File: src/hw/afe_link_pkg.sv
// Purpose: Shared constants, types and helpers for both ends of the front-end link
// Assumes: One system clock ref_clk; the link clock travels as an ordinary pin
// Notes: Control frame is a read flag, four address bits, eight data bits, MSB first
package afe_link_pkg;

  // ----------------------------------------------------------------
  // Widths
  // ----------------------------------------------------------------
  localparam int TX_W = 4;
  localparam int RX_W = 6;
  localparam int ADDR_W = 4;
  localparam int DATA_W = 8;
  localparam int NREG = 16;

  // ----------------------------------------------------------------
  // Control frame layout
  // ----------------------------------------------------------------
  localparam int HDR_BITS = 1 + ADDR_W;
  localparam int FRAME_BITS = HDR_BITS + DATA_W;
  localparam logic [3:0] HDR_LAST = 4'h4;
  localparam logic [3:0] DATA_LAST = 4'hc;
  localparam logic [3:0] FRAME_END = 4'hd;
  localparam logic [3:0] RD_FIRST = 4'h6;
  localparam logic [3:0] CNT_ZERO = 4'h0;
  localparam logic [3:0] CNT_ONE = 4'h1;
  localparam logic RW_READ = 1'b1;

  // ----------------------------------------------------------------
  // Reset and idle values
  // ----------------------------------------------------------------
  localparam logic OUT_IDLE = 1'b0;
  localparam logic SELECT_IDLE = 1'b1;
  localparam logic [DATA_W-1:0] REG_RESET = 8'h00;
  localparam int SYNC_STAGES = 3;

  // ----------------------------------------------------------------
  // Host sequencer states
  // ----------------------------------------------------------------
  typedef enum logic [1:0] {
    H_IDLE = 2'b00,
    H_PEND = 2'b01,
    H_SHIFT = 2'b10
  } host_state_e;

  // A change of a synchronised pin counts once two stages agree
  function automatic logic agree(input logic s2, input logic s3, input logic old);
    agree = (s2 == s3) ? s2 : old;
  endfunction

endpackage

File: src/hw/afe_link_if.sv
// Purpose: Pin bundle between the front end and the transceiver logic
// Assumes: All pins are one-way; no enables needed
// Notes: The link clock is a plain signal here, the front end drives it and the transceiver samples it
`timescale 1ns/1ns
interface afe_link_if;
  logic [afe_link_pkg::TX_W-1:0] tx_symbol;
  logic [afe_link_pkg::RX_W-1:0] rx_sample;
  logic half_crystal_timing_clock;
  logic ctrl_serial_in;
  logic ctrl_serial_out;
  logic ctrl_link_select_n;

  modport afe (
    input tx_symbol,
    output rx_sample,
    output half_crystal_timing_clock,
    input ctrl_serial_in,
    output ctrl_serial_out,
    input ctrl_link_select_n
  );

  modport xcvr (
    output tx_symbol,
    input rx_sample,
    input half_crystal_timing_clock,
    output ctrl_serial_in,
    input ctrl_serial_out,
    output ctrl_link_select_n
  );
endinterface

File: src/hw/afe_end.sv
// Purpose: Front-end side of the link: divided clock, symbol capture, word launch,
//   serial control register slave
// Assumes: crystal_in is a free-running oscillator well below half of ref_clk
// Notes: Host pins are resynchronised, so the host must change them just after
//   a rising link edge; a frame needs thirteen rising edges with select low
`timescale 1ns/1ns
module afe_end (
  input wire logic ref_clk,
  input wire logic rst_n,
  afe_link_if.afe link,
  input wire logic crystal_in,
  output logic crystal_out,
  input wire logic [afe_link_pkg::RX_W-1:0] rx_sample_in,
  output logic [afe_link_pkg::TX_W-1:0] tx_symbol_out,
  output logic tx_symbol_strobe,
  output logic [afe_link_pkg::NREG*afe_link_pkg::DATA_W-1:0] setup_regs
);

  localparam int IN_W = afe_link_pkg::TX_W + 2;
  localparam int DW = afe_link_pkg::DATA_W;
  localparam int AW = afe_link_pkg::ADDR_W;
  // Host pins rest at their idle levels, so a false select cannot follow reset
  localparam logic [IN_W-1:0] PIN_IDLE = {afe_link_pkg::SELECT_IDLE, {(IN_W-1){1'b0}}};
  // Starting the crystal chain high means the first rise seen after reset is a
  // real crystal edge, so the first link clock phase has its full length
  localparam logic XTAL_RESET = 1'b1;

  // ----------------------------------------------------------------
  // Crystal synchroniser
  // ----------------------------------------------------------------
  logic xs1_q, xs2_q, xs3_q, xf_q, xf_prev_q;
  logic xout_q;

  always_ff @(posedge ref_clk) begin
    if (!rst_n) begin
      xs1_q <= XTAL_RESET;
      xs2_q <= XTAL_RESET;
      xs3_q <= XTAL_RESET;
      xf_q <= XTAL_RESET;
      xf_prev_q <= XTAL_RESET;
      xout_q <= 1'b1;
    end else begin
      xs1_q <= crystal_in;
      xs2_q <= xs1_q;
      xs3_q <= xs2_q;
      xf_q <= afe_link_pkg::agree(xs2_q, xs3_q, xf_q);
      xf_prev_q <= xf_q;
      xout_q <= ~xf_q;
    end
  end

  wire x_rise = xf_q & ~xf_prev_q;

  // ----------------------------------------------------------------
  // Link clock divider
  // ----------------------------------------------------------------
  // Toggling on each crystal rise halves the rate; the link clock is a
  // register, so its edges are exact ref_clk edges seen by all logic here
  logic lclk_q;

  always_ff @(posedge ref_clk) begin
    if (!rst_n) begin
      lclk_q <= 1'b0;
    end else if (x_rise) begin
      lclk_q <= ~lclk_q;
    end
  end

  wire l_rise = x_rise & ~lclk_q;

  // ----------------------------------------------------------------
  // Host pin synchronisers
  // ----------------------------------------------------------------
  logic [IN_W-1:0] s1_q, s2_q, s3_q, filt_q;
  logic [IN_W-1:0] filt_d;

  genvar gi;
  generate
    for (gi = 0; gi < IN_W; gi++) begin : g_filt
      assign filt_d[gi] = afe_link_pkg::agree(s2_q[gi], s3_q[gi], filt_q[gi]);
    end
  endgenerate

  always_ff @(posedge ref_clk) begin
    if (!rst_n) begin
      s1_q <= PIN_IDLE;
      s2_q <= PIN_IDLE;
      s3_q <= PIN_IDLE;
      filt_q <= PIN_IDLE;
    end else begin
      s1_q <= {link.ctrl_link_select_n, link.ctrl_serial_in, link.tx_symbol};
      s2_q <= s1_q;
      s3_q <= s2_q;
      filt_q <= filt_d;
    end
  end

  wire sel_n = filt_q[IN_W-1];
  wire sin = filt_q[IN_W-2];
  wire [afe_link_pkg::TX_W-1:0] tx_pin = filt_q[afe_link_pkg::TX_W-1:0];

  // ----------------------------------------------------------------
  // Transmit capture and receive launch
  // ----------------------------------------------------------------
  logic [afe_link_pkg::TX_W-1:0] tx_q;
  logic tx_stb_q;
  logic [afe_link_pkg::RX_W-1:0] rx_q;

  always_ff @(posedge ref_clk) begin
    if (!rst_n) begin
      tx_q <= '0;
      tx_stb_q <= 1'b0;
      rx_q <= '0;
    end else begin
      tx_stb_q <= l_rise;
      if (l_rise) begin
        tx_q <= tx_pin;
        rx_q <= rx_sample_in;
      end
    end
  end

  // ----------------------------------------------------------------
  // Control frame decode
  // ----------------------------------------------------------------
  logic [3:0] cnt_q;
  logic [afe_link_pkg::FRAME_BITS-2:0] sh_q;
  logic [AW-1:0] addr_q;
  logic rw_q;
  logic [DW-1:0] out_sh_q;
  logic out_q;
  logic [DW-1:0] regs_q [afe_link_pkg::NREG];

  // Sampling only while selected keeps a stray toggle from shifting a frame
  wire active = l_rise & ~sel_n;
  wire at_hdr = (cnt_q == afe_link_pkg::HDR_LAST);
  wire at_data = (cnt_q == afe_link_pkg::DATA_LAST);
  wire in_read = (cnt_q > afe_link_pkg::HDR_LAST) & (cnt_q < afe_link_pkg::DATA_LAST);
  wire hdr_rw = sh_q[afe_link_pkg::HDR_BITS-2];
  wire [AW-1:0] hdr_addr = {sh_q[AW-2:0], sin};
  wire [DW-1:0] hdr_rdata = regs_q[hdr_addr];
  wire [DW-1:0] wr_data = {sh_q[DW-2:0], sin};
  wire do_write = active & at_data & (rw_q != afe_link_pkg::RW_READ);
  wire do_load = active & at_hdr & (hdr_rw == afe_link_pkg::RW_READ);
  wire do_shift = active & in_read & (rw_q == afe_link_pkg::RW_READ);
  wire cnt_full = (cnt_q == afe_link_pkg::FRAME_END);

  always_ff @(posedge ref_clk) begin
    if (!rst_n) begin
      cnt_q <= afe_link_pkg::CNT_ZERO;
      sh_q <= '0;
      addr_q <= '0;
      rw_q <= 1'b0;
    end else if (l_rise && sel_n) begin
      cnt_q <= afe_link_pkg::CNT_ZERO;
    end else if (active && !cnt_full) begin
      sh_q <= {sh_q[afe_link_pkg::FRAME_BITS-3:0], sin};
      cnt_q <= cnt_q + afe_link_pkg::CNT_ONE;
      if (at_hdr) begin
        addr_q <= hdr_addr;
        rw_q <= hdr_rw;
      end
    end
  end

  // ----------------------------------------------------------------
  // Read data shifter
  // ----------------------------------------------------------------
  // Output is only ever updated on a link rise, so the host may sample it
  // anywhere in the low half of the period
  always_ff @(posedge ref_clk) begin
    if (!rst_n) begin
      out_sh_q <= afe_link_pkg::REG_RESET;
      out_q <= afe_link_pkg::OUT_IDLE;
    end else if (l_rise && sel_n) begin
      out_q <= afe_link_pkg::OUT_IDLE;
    end else if (do_load) begin
      out_sh_q <= hdr_rdata;
      out_q <= hdr_rdata[DW-1];
    end else if (do_shift) begin
      out_sh_q <= {out_sh_q[DW-2:0], 1'b0};
      out_q <= out_sh_q[DW-2];
    end else if (active) begin
      out_q <= afe_link_pkg::OUT_IDLE;
    end
  end

  // ----------------------------------------------------------------
  // Set-up registers
  // ----------------------------------------------------------------
  always_ff @(posedge ref_clk) begin
    if (!rst_n) begin
      for (int i = 0; i < afe_link_pkg::NREG; i++) begin
        regs_q[i] <= afe_link_pkg::REG_RESET;
      end
    end else if (do_write) begin
      regs_q[addr_q] <= wr_data;
    end
  end

  generate
    for (gi = 0; gi < afe_link_pkg::NREG; gi++) begin : g_flat
      assign setup_regs[gi*DW +: DW] = regs_q[gi];
    end
  endgenerate

  // ----------------------------------------------------------------
  // Outputs
  // ----------------------------------------------------------------
  assign link.half_crystal_timing_clock = lclk_q;
  assign link.rx_sample = rx_q;
  assign link.ctrl_serial_out = out_q;
  assign crystal_out = xout_q;
  assign tx_symbol_out = tx_q;
  assign tx_symbol_strobe = tx_stb_q;

endmodule

File: src/flat_wrapper.sv
// flat-port wrapper written by rule: the top's interface ports become plain ports
module afe_end_flat 
  (ref_clk, rst_n, crystal_in, crystal_out, rx_sample_in, tx_symbol_out, tx_symbol_strobe, setup_regs, link_tx_symbol, link_rx_sample, link_half_crystal_timing_clock, link_ctrl_serial_in, link_ctrl_serial_out, link_ctrl_link_select_n);
  afe_link_if link_i ();
  input wire logic ref_clk;
  input wire logic rst_n;
  input wire logic crystal_in;
  output logic crystal_out;
  input wire logic [afe_link_pkg::RX_W-1:0] rx_sample_in;
  output logic [afe_link_pkg::TX_W-1:0] tx_symbol_out;
  output logic tx_symbol_strobe;
  output logic [afe_link_pkg::NREG*afe_link_pkg::DATA_W-1:0] setup_regs;
  input wire logic [$bits(link_i.tx_symbol)-1:0] link_tx_symbol;
  output wire logic [$bits(link_i.rx_sample)-1:0] link_rx_sample;
  output wire logic [$bits(link_i.half_crystal_timing_clock)-1:0] link_half_crystal_timing_clock;
  input wire logic [$bits(link_i.ctrl_serial_in)-1:0] link_ctrl_serial_in;
  output wire logic [$bits(link_i.ctrl_serial_out)-1:0] link_ctrl_serial_out;
  input wire logic [$bits(link_i.ctrl_link_select_n)-1:0] link_ctrl_link_select_n;
  assign link_i.tx_symbol = link_tx_symbol;
  assign link_rx_sample = link_i.rx_sample;
  assign link_half_crystal_timing_clock = link_i.half_crystal_timing_clock;
  assign link_i.ctrl_serial_in = link_ctrl_serial_in;
  assign link_ctrl_serial_out = link_i.ctrl_serial_out;
  assign link_i.ctrl_link_select_n = link_ctrl_link_select_n;
  afe_end u_core (.ref_clk(ref_clk), .rst_n(rst_n), .link(link_i), .crystal_in(crystal_in), .crystal_out(crystal_out), .rx_sample_in(rx_sample_in), .tx_symbol_out(tx_symbol_out), .tx_symbol_strobe(tx_symbol_strobe), .setup_regs(setup_regs));
endmodule
File: config.mk
export PLATFORM = sky130hd
export DESIGN_NAME = afe_end_flat
export DESIGN_NICKNAME = d
export VERILOG_FILES = /design/src/hw/afe_link_pkg.sv /design/src/hw/afe_link_if.sv /design/src/hw/afe_end.sv /design/src/flat_wrapper.sv
export SDC_FILE = /design/constraint.sdc
export NUM_CORES = 1
export LEC_CHECK = 0
export BUFFER_PORTS_ARGS = -buffer_cell sky130_fd_sc_hd__buf_4
export CAP_MARGIN = 20
export CELL_PAD_IN_SITES_DETAIL_PLACEMENT = 0
export CELL_PAD_IN_SITES_GLOBAL_PLACEMENT = 2
export CORE_MARGIN = 5
export CORE_UTILIZATION = 33
export DETAILED_ROUTE_END_ITERATION = 12
export PLACE_DENSITY = 0.83
export SLEW_MARGIN = 40
export SYNTH_ARGS = -nofsm -noshare
export SYNTH_HDL_FRONTEND = slang
export SYNTH_SLANG_ARGS = --single-unit
File: constraint.sdc
create_clock -name ref_clk -period 2.1 [get_ports ref_clk]
set_input_delay 0.42 -clock ref_clk [delete_from_list [all_inputs] [get_ports ref_clk]]
set_output_delay 0.42 -clock ref_clk [all_outputs]
set_load 0.02 [all_outputs]
# [Word-level counts from Yosys, hierarchy flattened]
# Memories as Yosys holds them, arrays and structs flattened.
# Cells that the tools add are included.
[op_classes] bitwise=17 order_cmp=2 n_mux=12 addsub=1 eq_ne=10 n_reduce_logical=10
[op_table] cell="7-bit two-way mux" n=2
[op_table] cell="1-bit AND" n=10
[op_table] cell="4-bit == test (second input constant)" n=2
[op_table] cell="1-bit two-way mux" n=8
[op_table] cell="8-bit two-way mux" n=1
[op_table] cell="8-bit OR reduction" n=1
[op_table] cell="1-bit == test" n=7
[op_table] cell="1-bit inverter" n=7
[op_table] cell="4-bit by 1-bit adder with 4-bit output (second input constant)" n=1
[op_table] cell="4-bit by 3-bit == test with 1-bit output (second input constant)" n=1
[op_table] cell="4-bit by 3-bit > comparator with 1-bit output (second input constant)" n=1
[op_table] cell="4-bit < comparator (second input constant)" n=1
[op_table] cell="4-bit two-way mux" n=1
[op_table] cell="2-bit AND reduction" n=2
[op_table] cell="3-bit AND reduction" n=1
[op_table] cell="3-bit nonzero test" n=1
[op_table] cell="1-bit logical AND" n=2
[op_table] cell="2-bit nonzero test" n=1
[op_table] cell="2-bit OR reduction" n=1
[op_table] cell="1-bit zero test" n=1
[totals] input_bits=15 ff_bits=66 ram_bits=128 out_inout_bits=142 memories=1
[mem_list] memory="u_core.regs_q" words=16 width=8 rd=17 rd_clocked_by_memory_dff=0 write_ports=16 line_no="afe_end.sv:132" source="logic [DW-1:0] regs_q [afe_link_pkg::NREG];"

# [Longest topological paths before layout]
# Gate-level depths: netlist (run 1).
[logic_depth] depth_word=11 mapped_depth=8 mapped_depth_nobuf=6

# [Least setup slack after synthesis (run 1)]
# No wires, ideal clock.
[synth_timing] path_type="flip-flop to flip-flop" start="reg u_core.lclk_q, in the netlist u_core.link.half_crystal_timing_clock" end="mem u_core.regs_q[2][0] (netlist bit) (enable)" t_arrival_ns=1.891 synth_period_minus_slack_ns=2.275 setup_slack_ns=-0.175 setup_time_ns=0.384 stages_incl_launch_ff=5 path_cell_list="dfxtp_1 -> nor4b_2 -> nand4_1 -> clkbuf_1 -> o21ai_0"
[synth_rtl] element="from (decl)" line_no="afe_end.sv:59" source="logic lclk_q;"
[synth_rtl] element="from (signal assigned)" line_no="afe_end.sv:65" source="lclk_q <= ~lclk_q;"
[synth_rtl] element="to (decl)" line_no="afe_end.sv:132"

# [Worst setup path in the final report (run 1)]
[layout_timing] start="reg u_core.sh_q[0] (netlist bit)" end="reg u_core.out_sh_q[2]"
[layout_between] elab_chain_cells=2
[layout_rtl] element="from (decl)" line_no="afe_end.sv:127" source="logic [afe_link_pkg::FRAME_BITS-2:0] sh_q;"
[layout_rtl] element="from (signal assigned)" line_no="afe_end.sv:157" source="sh_q <= {sh_q[afe_link_pkg::FRAME_BITS-3:0], sin};"
[layout_rtl] element="memory 16 x 8 bit"
[layout_rtl] element="7-bit two-way mux" line_no="afe_end.sv:177" source="end else if (do_load) begin"
[layout_rtl] element="to (signal assigned)" line_no="afe_end.sv:173" source="out_sh_q <= afe_link_pkg::REG_RESET;"
[layout_rtl] element="to (signal assigned)" line_no="afe_end.sv:178" source="out_sh_q <= hdr_rdata;"
[layout_rtl] element="to (signal assigned)" line_no="afe_end.sv:181" source="out_sh_q <= {out_sh_q[DW-2:0], 1'b0};"
[layout_rtl] element="to (decl)" line_no="afe_end.sv:130" source="logic [DW-1:0] out_sh_q;"
# Every way passes these cells.
# A chain may end at the register's enable or synchronous reset.

==> out/results.ini, run 1 <==
[outcome]
status=finished, final reports clean

[worst_setup_path]
crit_path_top_delay_cell=dfxtp_2
critical_path_arrival_ns=2.28
path_class=flop to flop
cp_data_required_time_ns=2.42
path_depth=4
critical_path_buf_inv_count=1
endpoint_kind=flop
crit_path_max_incr_delay_ns=0.64
crit_chain=buf_4, mux4_2, o22ai_1, nor4b_1
crit_path_start_kind=flop
critPathTopFamily=flip-flops
reg2regPathDepth=4
crit_fanout=16

[placed_design]
hpwl_mm=17.2
place.gp.congestion=0.823
port_buffers=156
place_ws_ns=0.0497

[timing]
drv_slew=0
report.final.hold_viol_count=0
fin_crit_sh=0.933
relSlewSlack=0.529
tightest_slew_ns=0.706
setup_viol=0
max_clock_freq_mhz=511
rsz0062_at_grt=false
worst_slack_ns=0.141
fin_crit_ns=1.96
setup_tns_ns=0
finalClockSkew_ns=0.0180

[clock_tree]
clock-sinks=194
ctsHoldBuffers=0
clock-root-buffer=clkbuf_16
clockBufferDepth=2
cts_buffers=17
htree_num_levels=4
cts_tree=done
clk_latency_ns=0.44
clkTransAtPathRegs_ns=0.07

[global_route]
antenna_found_initial=0
grt_max_degree=53
track_usage=0.168
grt_overflow=0
grt_pass1_wl_mm=36.4
grt_pass1_vias=5971

[worst_hold_path]
holdPathStages=2
hold_path_class=input port to flop

[power_and_ir_drop]
combPwrFrac=0.071
intPower_mw=6.15
p_sw_mw=2.03
sw_frac_of_total=0.248
p_leak_nw=3.95
clock_power_share=0.402
seq_power_share=0.527
vdd.ir_drop.worst_mv=0.434
power.density_nw_per_um2=767

[logic_synthesis]
synthTopCellsByArea=edfxtp_1, dfxtp_1, and2_1
synth_seq_cells=194
yosys.area_share.simple=0.196
postSynthAreaPerCell_um2=12.5
syn_nets=677
yosys.area.top_type=edfxtp_1
synth_cells=659
synth-seq-area-share=0.626
yosys.area_share.xor_xnor=0.00319
synth-edff-count=128
yosysWarnings=0
synth_top_area_frac=0.466
muxShareOfSynthArea=0.0947
synthAdderAreaFrac=0.00455
synth-compound-area-share=0.0490
async_flop_share=0
syn_area_um2=8250
synth-main-ff-cell=edfxtp_1
synth_top_family_by_area=simple AND/OR/NAND/NOR gates
synthTopCellsByCount=and2_1, edfxtp_1, dfxtp_1
synth_cell_type_count=42

[floorplanning]
std_cell_rows=57
core_area_um2=24500
die-area_um2=28300
die_height_um=168
num_io_pins=157
initial_utilization=0.337
die_width_um=168

[routing]
vias_per_cell=4.96
wirelength_mm=23.4
routedWlPerCell_um=20.0
drt_iter0_drc=477
ant_nets=0
vias=5818
drc=0
drt_pre_antenna_iters=5

[finish]
num_antenna_cells=0
drive_gt1_frac=0.330
area_delta_synth_final_pct=29.2
nets=854
fillers=2296

[run]
cap_violations=0

## logic make-up (layout without fill, tap and decap cells)
kind of cell,Yosys count,after routing
XOR/XNOR,3,3
AO/OA/AOI/OAI,75,75
multiplexers,39,39
AND/OR/NAND/NOR,290,290
adder cells (fa/ha/maj),3,3
buffers and inverters,55,245
flip-flops,194,194
## registers in the layout, summed over array words and instances (netlist names), 4 cells and up
signal                 count
u_core.addr_q              4
u_core.cnt_q               4
u_core.filt_q              6
u_core.link.rx_sample      6
u_core.out_sh_q            7
u_core.regs_q            128
u_core.s1_q                6
u_core.s2_q                6
u_core.s3_q                6
u_core.sh_q                7
u_core.tx_symbol_out       4
## metrics by stage
| stage | instance area [um2] | power (mW) | utilization | hold slack [ns] | cells |
|---|---|---|---|---|---|
| after floorplan | 8250 | 4.64 | - | 0.386 | 659 |
| after global placement | 10000 | 4.98 | 0.411 | 0.400 | 1140 |
| after detailed placement | 10000 | 4.98 | 0.411 | 0.405 | 1140 |
| after CTS | 10600 | 8.25 | 0.435 | 0.146 | 1172 |
| after global routing | 10700 | 8.47 | 0.436 | 0.151 | 1173 |
| final | 10700 | 8.17 | 0.436 | 0.166 | 1173 |
## final timing paths
| kind | from | to | slack (ns) |
|---|---|---|---|
| worst max-delay path | u_core.sh_q[0] | u_core.out_sh_q[2] | 0.14 |
| worst min-delay path | link_ctrl_link_select_n | u_core.s1_q[5] | 0.17 |
| worst max register to register | u_core.sh_q[0] | u_core.out_sh_q[2] | 0.14 |
| worst min register to register | u_core.s1_q[5] | u_core.s2_q[5] | 0.42 |
## routing by layer
metal  track usage  part of all wire
met1         0.220              0.43
met2         0.278              0.50
met3        0.0464             0.064
met4        0.0441             0.011
met5             0                 0
## what timing repair did
action,4_1_cts,5_1_grt
resized for setup,0,4
setup endpoints to repair,0,30
buffers inserted,0,1
## power by group through the flow
stage                     logic (mW)  clock network [mW]  registers [mW]
after floorplan                0.121                   0            4.52
after global placement         0.590                   0            4.39
after detailed placement       0.592                   0            4.39
after CTS                      0.593                3.35            4.31
after global routing           0.618                3.52            4.32
final                          0.584                3.28            4.31
## area by class of cell
class / instances / area [um2] / area share
repair buffers: 207 / 1580 / 0.148
clock buffers: 18 / 429 / 0.0403
multi-input cells: 410 / 2890 / 0.271
clock inverters: 14 / 164 / 0.0154
flip-flops and latches: 194 / 5170 / 0.485
inverters: 6 / 22.5 / 0.00211
well taps: 324 / 405 / 0.0380
## cell usage in the layout, fill, tap and decap left out, types with 2 or more instances in the layout
master	Yosys	layout
buf_4	0	205
and2_1	128	128
edfxtp_1	128	128
dfxtp_1	66	64
nand2_1	56	56
a21oi_1	34	34
mux4_2	31	31
nor2_1	25	24
o21ai_0	27	21
nor3_1	18	18
nand3_1	17	17
clkbuf_16	0	17
nand2b_1	15	13
o22ai_1	8	8
o21ai_1	1	7
mux2i_1	6	6
nor4b_1	6	6
inv_1	5	5
inv_6	0	5
nand4_1	4	4
nor4_1	4	4
nor2b_1	3	3
ha_1	3	3
clkinv_8	0	3
nand2b_2	0	2
nor3b_1	2	2
nand3b_1	2	2
or4b_4	1	2
nand4b_1	2	2
mux2_2	2	2
xor2_1	2	2
and3_1	2	2
inv_8	0	2
buf_12	0	2
dfxtp_2	0	2
Power figures use the tool's default switching activity.
==> inputs of run 2 (changes only) <==
Settings changed: GPL_TIMING_DRIVEN from default to 0.
==> run 2 against run 1 <==
Design area rose by 2.2%. Sequential power about the same. Utilization grew 0.97 points. Routed wire length up 12%. Critical path depth up 1. Clock power increased by 2%. Critical endpoint is now u_core.out_sh_q[4]. Count of clock-buffer cells in the layout shrank 1. Hold slack better by 0.014 ns. First-iteration DRC count is 19% higher. Via count is 3.6% higher. Critical path type unchanged. Sequential share of layout area shrank 1.0 points.
==> out/results.ini, run 2 (same netlist as run 1, synthesis figures left out) <==
[timing]
worst_slack_ns=0.0352
finalClockSkew_ns=0.0162
setup_viol=0
rsz0062_at_grt=true
holdWs_ns=0.179
relSlewSlack=0.512
report.final.hold_viol_count=0
tightest_slew_ns=0.731
fin_crit_ns=2.06
max_clock_freq_mhz=484
drv_slew=0
fin_crit_sh=0.983

[routing]
drt_iter0_drc=568
wirelength_mm=26.2
vias=6027
drc=0
ant_nets=0
drt_pre_antenna_iters=5
routedWlPerCell_um=22.3
vias_per_cell=5.13

[placed_design]
place.gp.congestion=0.797
hpwl_mm=18.9
port_buffers=156
placed_cells=1139
place_ws_ns=-0.720
place_area_um2=9840

[clock_tree]
clk_latency_ns=0.44
cts_buffers=17
clock-sinks=194
clockBufferDepth=2
htree_num_levels=4
cts_tree=done
clkTransAtPathRegs_ns=0.07
clock-root-buffer=clkbuf_16

[outcome]
status=finished, final reports clean

[floorplanning]
die-area_um2=28300
core_area_um2=24500
initial_utilization=0.337
die_width_um=168
std_cell_rows=57
die_height_um=168
num_io_pins=157

[worst_setup_path]
endpoint_kind=flop
path_class=flop to flop
crit_path_top_delay_cell=or4b_4
crit_path_start_kind=flop
crit_fanout=7
critPathMostFrequentCell=or4b_4
crit_path_max_incr_delay_ns=0.59
crit_chain=or4b_4, or4b_4, buf_6, o22ai_2, nor4b_1
cp_data_required_time_ns=2.42
critical_path_arrival_ns=2.38

[global_route]
grt_pass1_vias=6080
grt_pass1_wl_mm=39.1
antenna_found_initial=0
grt_overflow=0
track_usage=0.185
grt_max_degree=23

[finish]
layout.cells.non_filler=1175
final_util=0.445
nets=856
final_cell_mix=buf_4, and2_1, edfxtp_1
fin_area_um2=10900
drive_gt1_frac=0.355
area_delta_synth_final_pct=32.1
reg_top3=u_core.regs_q: 128 flops, u_core.out_sh_q: 7 flops, u_core.sh_q: 7 flops
largest_reg_flops=128
mostFrequentLayoutCell=buf_4
num_antenna_cells=0
regMostFlops=u_core.regs_q

[worst_hold_path]
hold_path_class=input port to flop

[power_and_ir_drop]
vdd.ir_drop.worst_mv=0.376
p_leak_nw=3.93
power.density_nw_per_um2=760

[run]
cap_violations=0

## run 2: final timing paths
path | slack [ns] | cells after the start | startpoint | to
max | 0.04 | 5 | u_core.link.half_crystal_timing_clock | u_core.out_sh_q[4]
min | 0.18 | 2 | link_ctrl_link_select_n | u_core.s1_q[5]
max reg2reg | 0.04 | 5 | u_core.link.half_crystal_timing_clock | u_core.out_sh_q[4]
min reg2reg | 0.42 | 1 | u_core.xs1_q | u_core.xs2_q
## run 2: layer usage
metal | vias to the layer above | wire, um | GRT usage
li1 | 2725 | - | -
met1 | 3003 | 10900 | 0.247
met2 | 266 | 12700 | 0.300
met3 | 33 | 1990 | 0.0438
met4 | 0 | 579 | 0.0550
met5 | - | 0 | 0
## run 2: repair_timing
item                                    CTS  global route
cloned                                    0             0
resized for setup                        68            17
pin swaps                                10             4
endpoints found under the setup margin  248            95
buffers inserted                          8             1
hold buffers                              0             0
## run 2: worst max-delay path: cells and delay by family (launching register included)
family	cells	cell delay, ns
compound gates	1	0.20
flops	1	0.37
buf+inv	1	0.17
simple gates	3	1.21
## run 2: through the flow
stage / total power, mW / TNS [ns]
3_3_place_gp: 4.97 / -99.61
4_1_cts: 8.34 / -0.0297
2_1_floorplan: 4.64 / -8.27
3_5_place_dp: 4.98 / -86.57
6_report: 8.28 / 0
5_1_grt: 8.56 / -0.0889
## run 2: final cells by class
cell class / count / area [um2]
multi-input combinational: 410 / 3180
clock inverter: 15 / 193
fill: 2250 / 13600
inverter: 6 / 22.5
sequential: 194 / 5170
timing repair buffer: 165 / 1290
tap: 324 / 405
buffer: 44 / 210
clock buffer: 17 / 425
## run 2: where the power goes
group	switching [mW]	total, mW	internal [mW]	leakage [nW]
clock network	1.71	3.36	1.64	0.302
logic	0.358	0.616	0.258	1.88
registers	0.108	4.31	4.20	1.75
total	2.18	8.28	6.10	3.93
==> inputs of run 3 (changes only) <==
Settings changed: PLACE_DENSITY 0.83 to default, PLACE_DENSITY_LB_ADDON from default to 0.1.
==> run 3 against run 2 <==
Hold slack worse by 0.0096 ns. Non-clock buffer count increased by 10. Routed wire length increased by 5.8%. Register-to-register slack improved by 0.02 ns. Final cell count grew 0.85%. Critical endpoint is now u_core.link.ctrl_serial_out. Largest cell class unchanged. Highest routed layer unchanged.
==> out/results.ini, run 3 (same netlist as run 1, synthesis figures left out) <==
[worst_setup_path]
crit_path_max_incr_delay_ns=0.59
critPathTopFamily=simple AND/OR/NAND/NOR gates
r2r-end=u_core.link.ctrl_serial_out
cp_data_required_time_ns=2.42
critical_path_buf_inv_count=1
rrSetupSlack_ns=0.06
endpoint=u_core.link.ctrl_serial_out
crit_chain=or4b_4, or4b_1, buf_6, o22ai_4, nor3_1
path_class=flop to flop
r2r-start=u_core.xf_prev_q
critical_path_arrival_ns=2.36
crit_path_top_delay_cell=or4b_4
path_depth=5
crit_path_start_kind=flop
startpoint=u_core.xf_prev_q
crit_fanout=7
endpoint_kind=flop
reg2regPathDepth=5

[clock_tree]
htree_num_levels=4
cts_tree=done
clkTransAtPathRegs_ns=0.08
clk_latency_ns=0.44
clock-root-buffer=clkbuf_16
ctsHoldBuffers=0
clock-sinks=194
cts_buffers=17
clockBufferDepth=2

[finish]
fillers=2254
fin_area_um2=11000
nets=866
drive_gt1_frac=0.359
final_cell_mix=buf_4, and2_1, edfxtp_1
reg_top3=u_core.regs_q: 128 flops, u_core.out_sh_q: 7 flops, u_core.sh_q: 7 flops
num_antenna_cells=0
layout.cells.non_filler=1185
mostFrequentLayoutCell=buf_4
area_delta_synth_final_pct=33.7
largest_reg_flops=128
regMostFlops=u_core.regs_q

[outcome]
status=finished, final reports clean

[timing]
fin_crit_sh=0.972
max_clock_freq_mhz=490
relSlewSlack=0.438
tightest_slew_ns=0.842
finalClockSkew_ns=0.0142
setup_viol=0
fin_crit_ns=2.04
setup_tns_ns=0
rsz0062_at_grt=false
drv_slew=0
report.final.hold_viol_count=0

[worst_hold_path]
hold_path_class=input port to flop

[routing]
route.met2.wl_mm=13.6
drt_pre_antenna_iters=5
wirelength_mm=27.7
ant_nets=0
wl_met1_mm=12.0
drc=0
vias=6014
drt_iter0_drc=319
wl_met3_mm=1.38
routedWlPerCell_um=23.4
top_layer=met4
vias_per_cell=5.08

[global_route]
grt_max_degree=20
antenna_found_initial=1
track_usage=0.195
grt_overflow=0
grt_pass1_vias=6363
grt_pass1_wl_mm=40.5

[power_and_ir_drop]
power.density_nw_per_um2=750
p_leak_nw=3.99
vdd.ir_drop.worst_mv=0.435
finalPower_mw=8.27

[floorplanning]
num_io_pins=157
core_area_um2=24500
initial_utilization=0.337
die_height_um=168
std_cell_rows=57
die-area_um2=28300
die_width_um=168

[run]
cap_violations=0

[placed_design]
hpwl_mm=19.9
placed_cells=1139
port_buffers=156
place_area_um2=9860
place.gp.congestion=0.859

run 3: cell types whose count changed in the layout (fill, tap and decap cells not counted), moves of 3 or more:
cell     change
o22ai_2      -4
buf_12       +4
o22ai_1      +4
buf_4        +5
inv_8        -3
nor2_4       +7
inv_6        +3
nor2_2       -7
run 3: area by class of cell:
class | count | area [um2] | share of cell area
timing repair buffer | 175 | 1410 | 0.128
tap | 324 | 405 | 0.0368
inverter | 6 | 26.3 | 0.00238
buffer | 44 | 225 | 0.0204
multi-input combinational | 410 | 3180 | 0.288
clock inverter | 13 | 170 | 0.0154
clock buffer | 19 | 433 | 0.0393
sequential | 194 | 5170 | 0.469
run 3: metrics by stage:
step	utilization	worst slack [ns]	hold WS, ns
6_report	0.451	0.0587	0.170
3_3_place_gp	0.402	-1.08	0.401
5_1_grt	0.451	0.00325	0.168
2_1_floorplan	-	-0.175	0.386
3_5_place_dp	0.403	-0.936	0.397
4_1_cts	0.449	0.00833	0.156
run 3: how the worst min path moves through the flow:
stage | start | end | slack (ns) | depth (start not counted)
CTS | crystal_in | u_core.xs1_q | 0.16 | 2
detailed placement | u_core.xs1_q | u_core.xs2_q | 0.40 | 1
floorplan | u_core.s1_q[5] | u_core.s2_q[5] | 0.39 | 1
global route | link_tx_symbol[2] | u_core.s1_q[2] | 0.17 | 2
finish | crystal_in | u_core.xs1_q | 0.17 | 2
global placement | u_core.s1_q[5] | u_core.s2_q[5] | 0.40 | 1
run 3: where the power goes:
part / total [mW] / switching, mW / internal [mW]
Sequential: 4.30 / 0.100 / 4.20
Combinational: 0.643 / 0.365 / 0.278
Clock: 3.32 / 1.61 / 1.72
Total: 8.27 / 2.07 / 6.20
run 3: per-layer routing:
layer,up-vias,GRT usage
li1,2749,-
met1,3023,0.255
met2,204,0.323
met3,38,0.0445
met4,0,0.0614
met5,-,0
run 3: repair_timing:
action | CTS | global route
buffers inserted | 18 | 1
endpoints found under the setup margin | 257 | 173
pin swaps | 14 | 5
gates resized for setup | 73 | 15
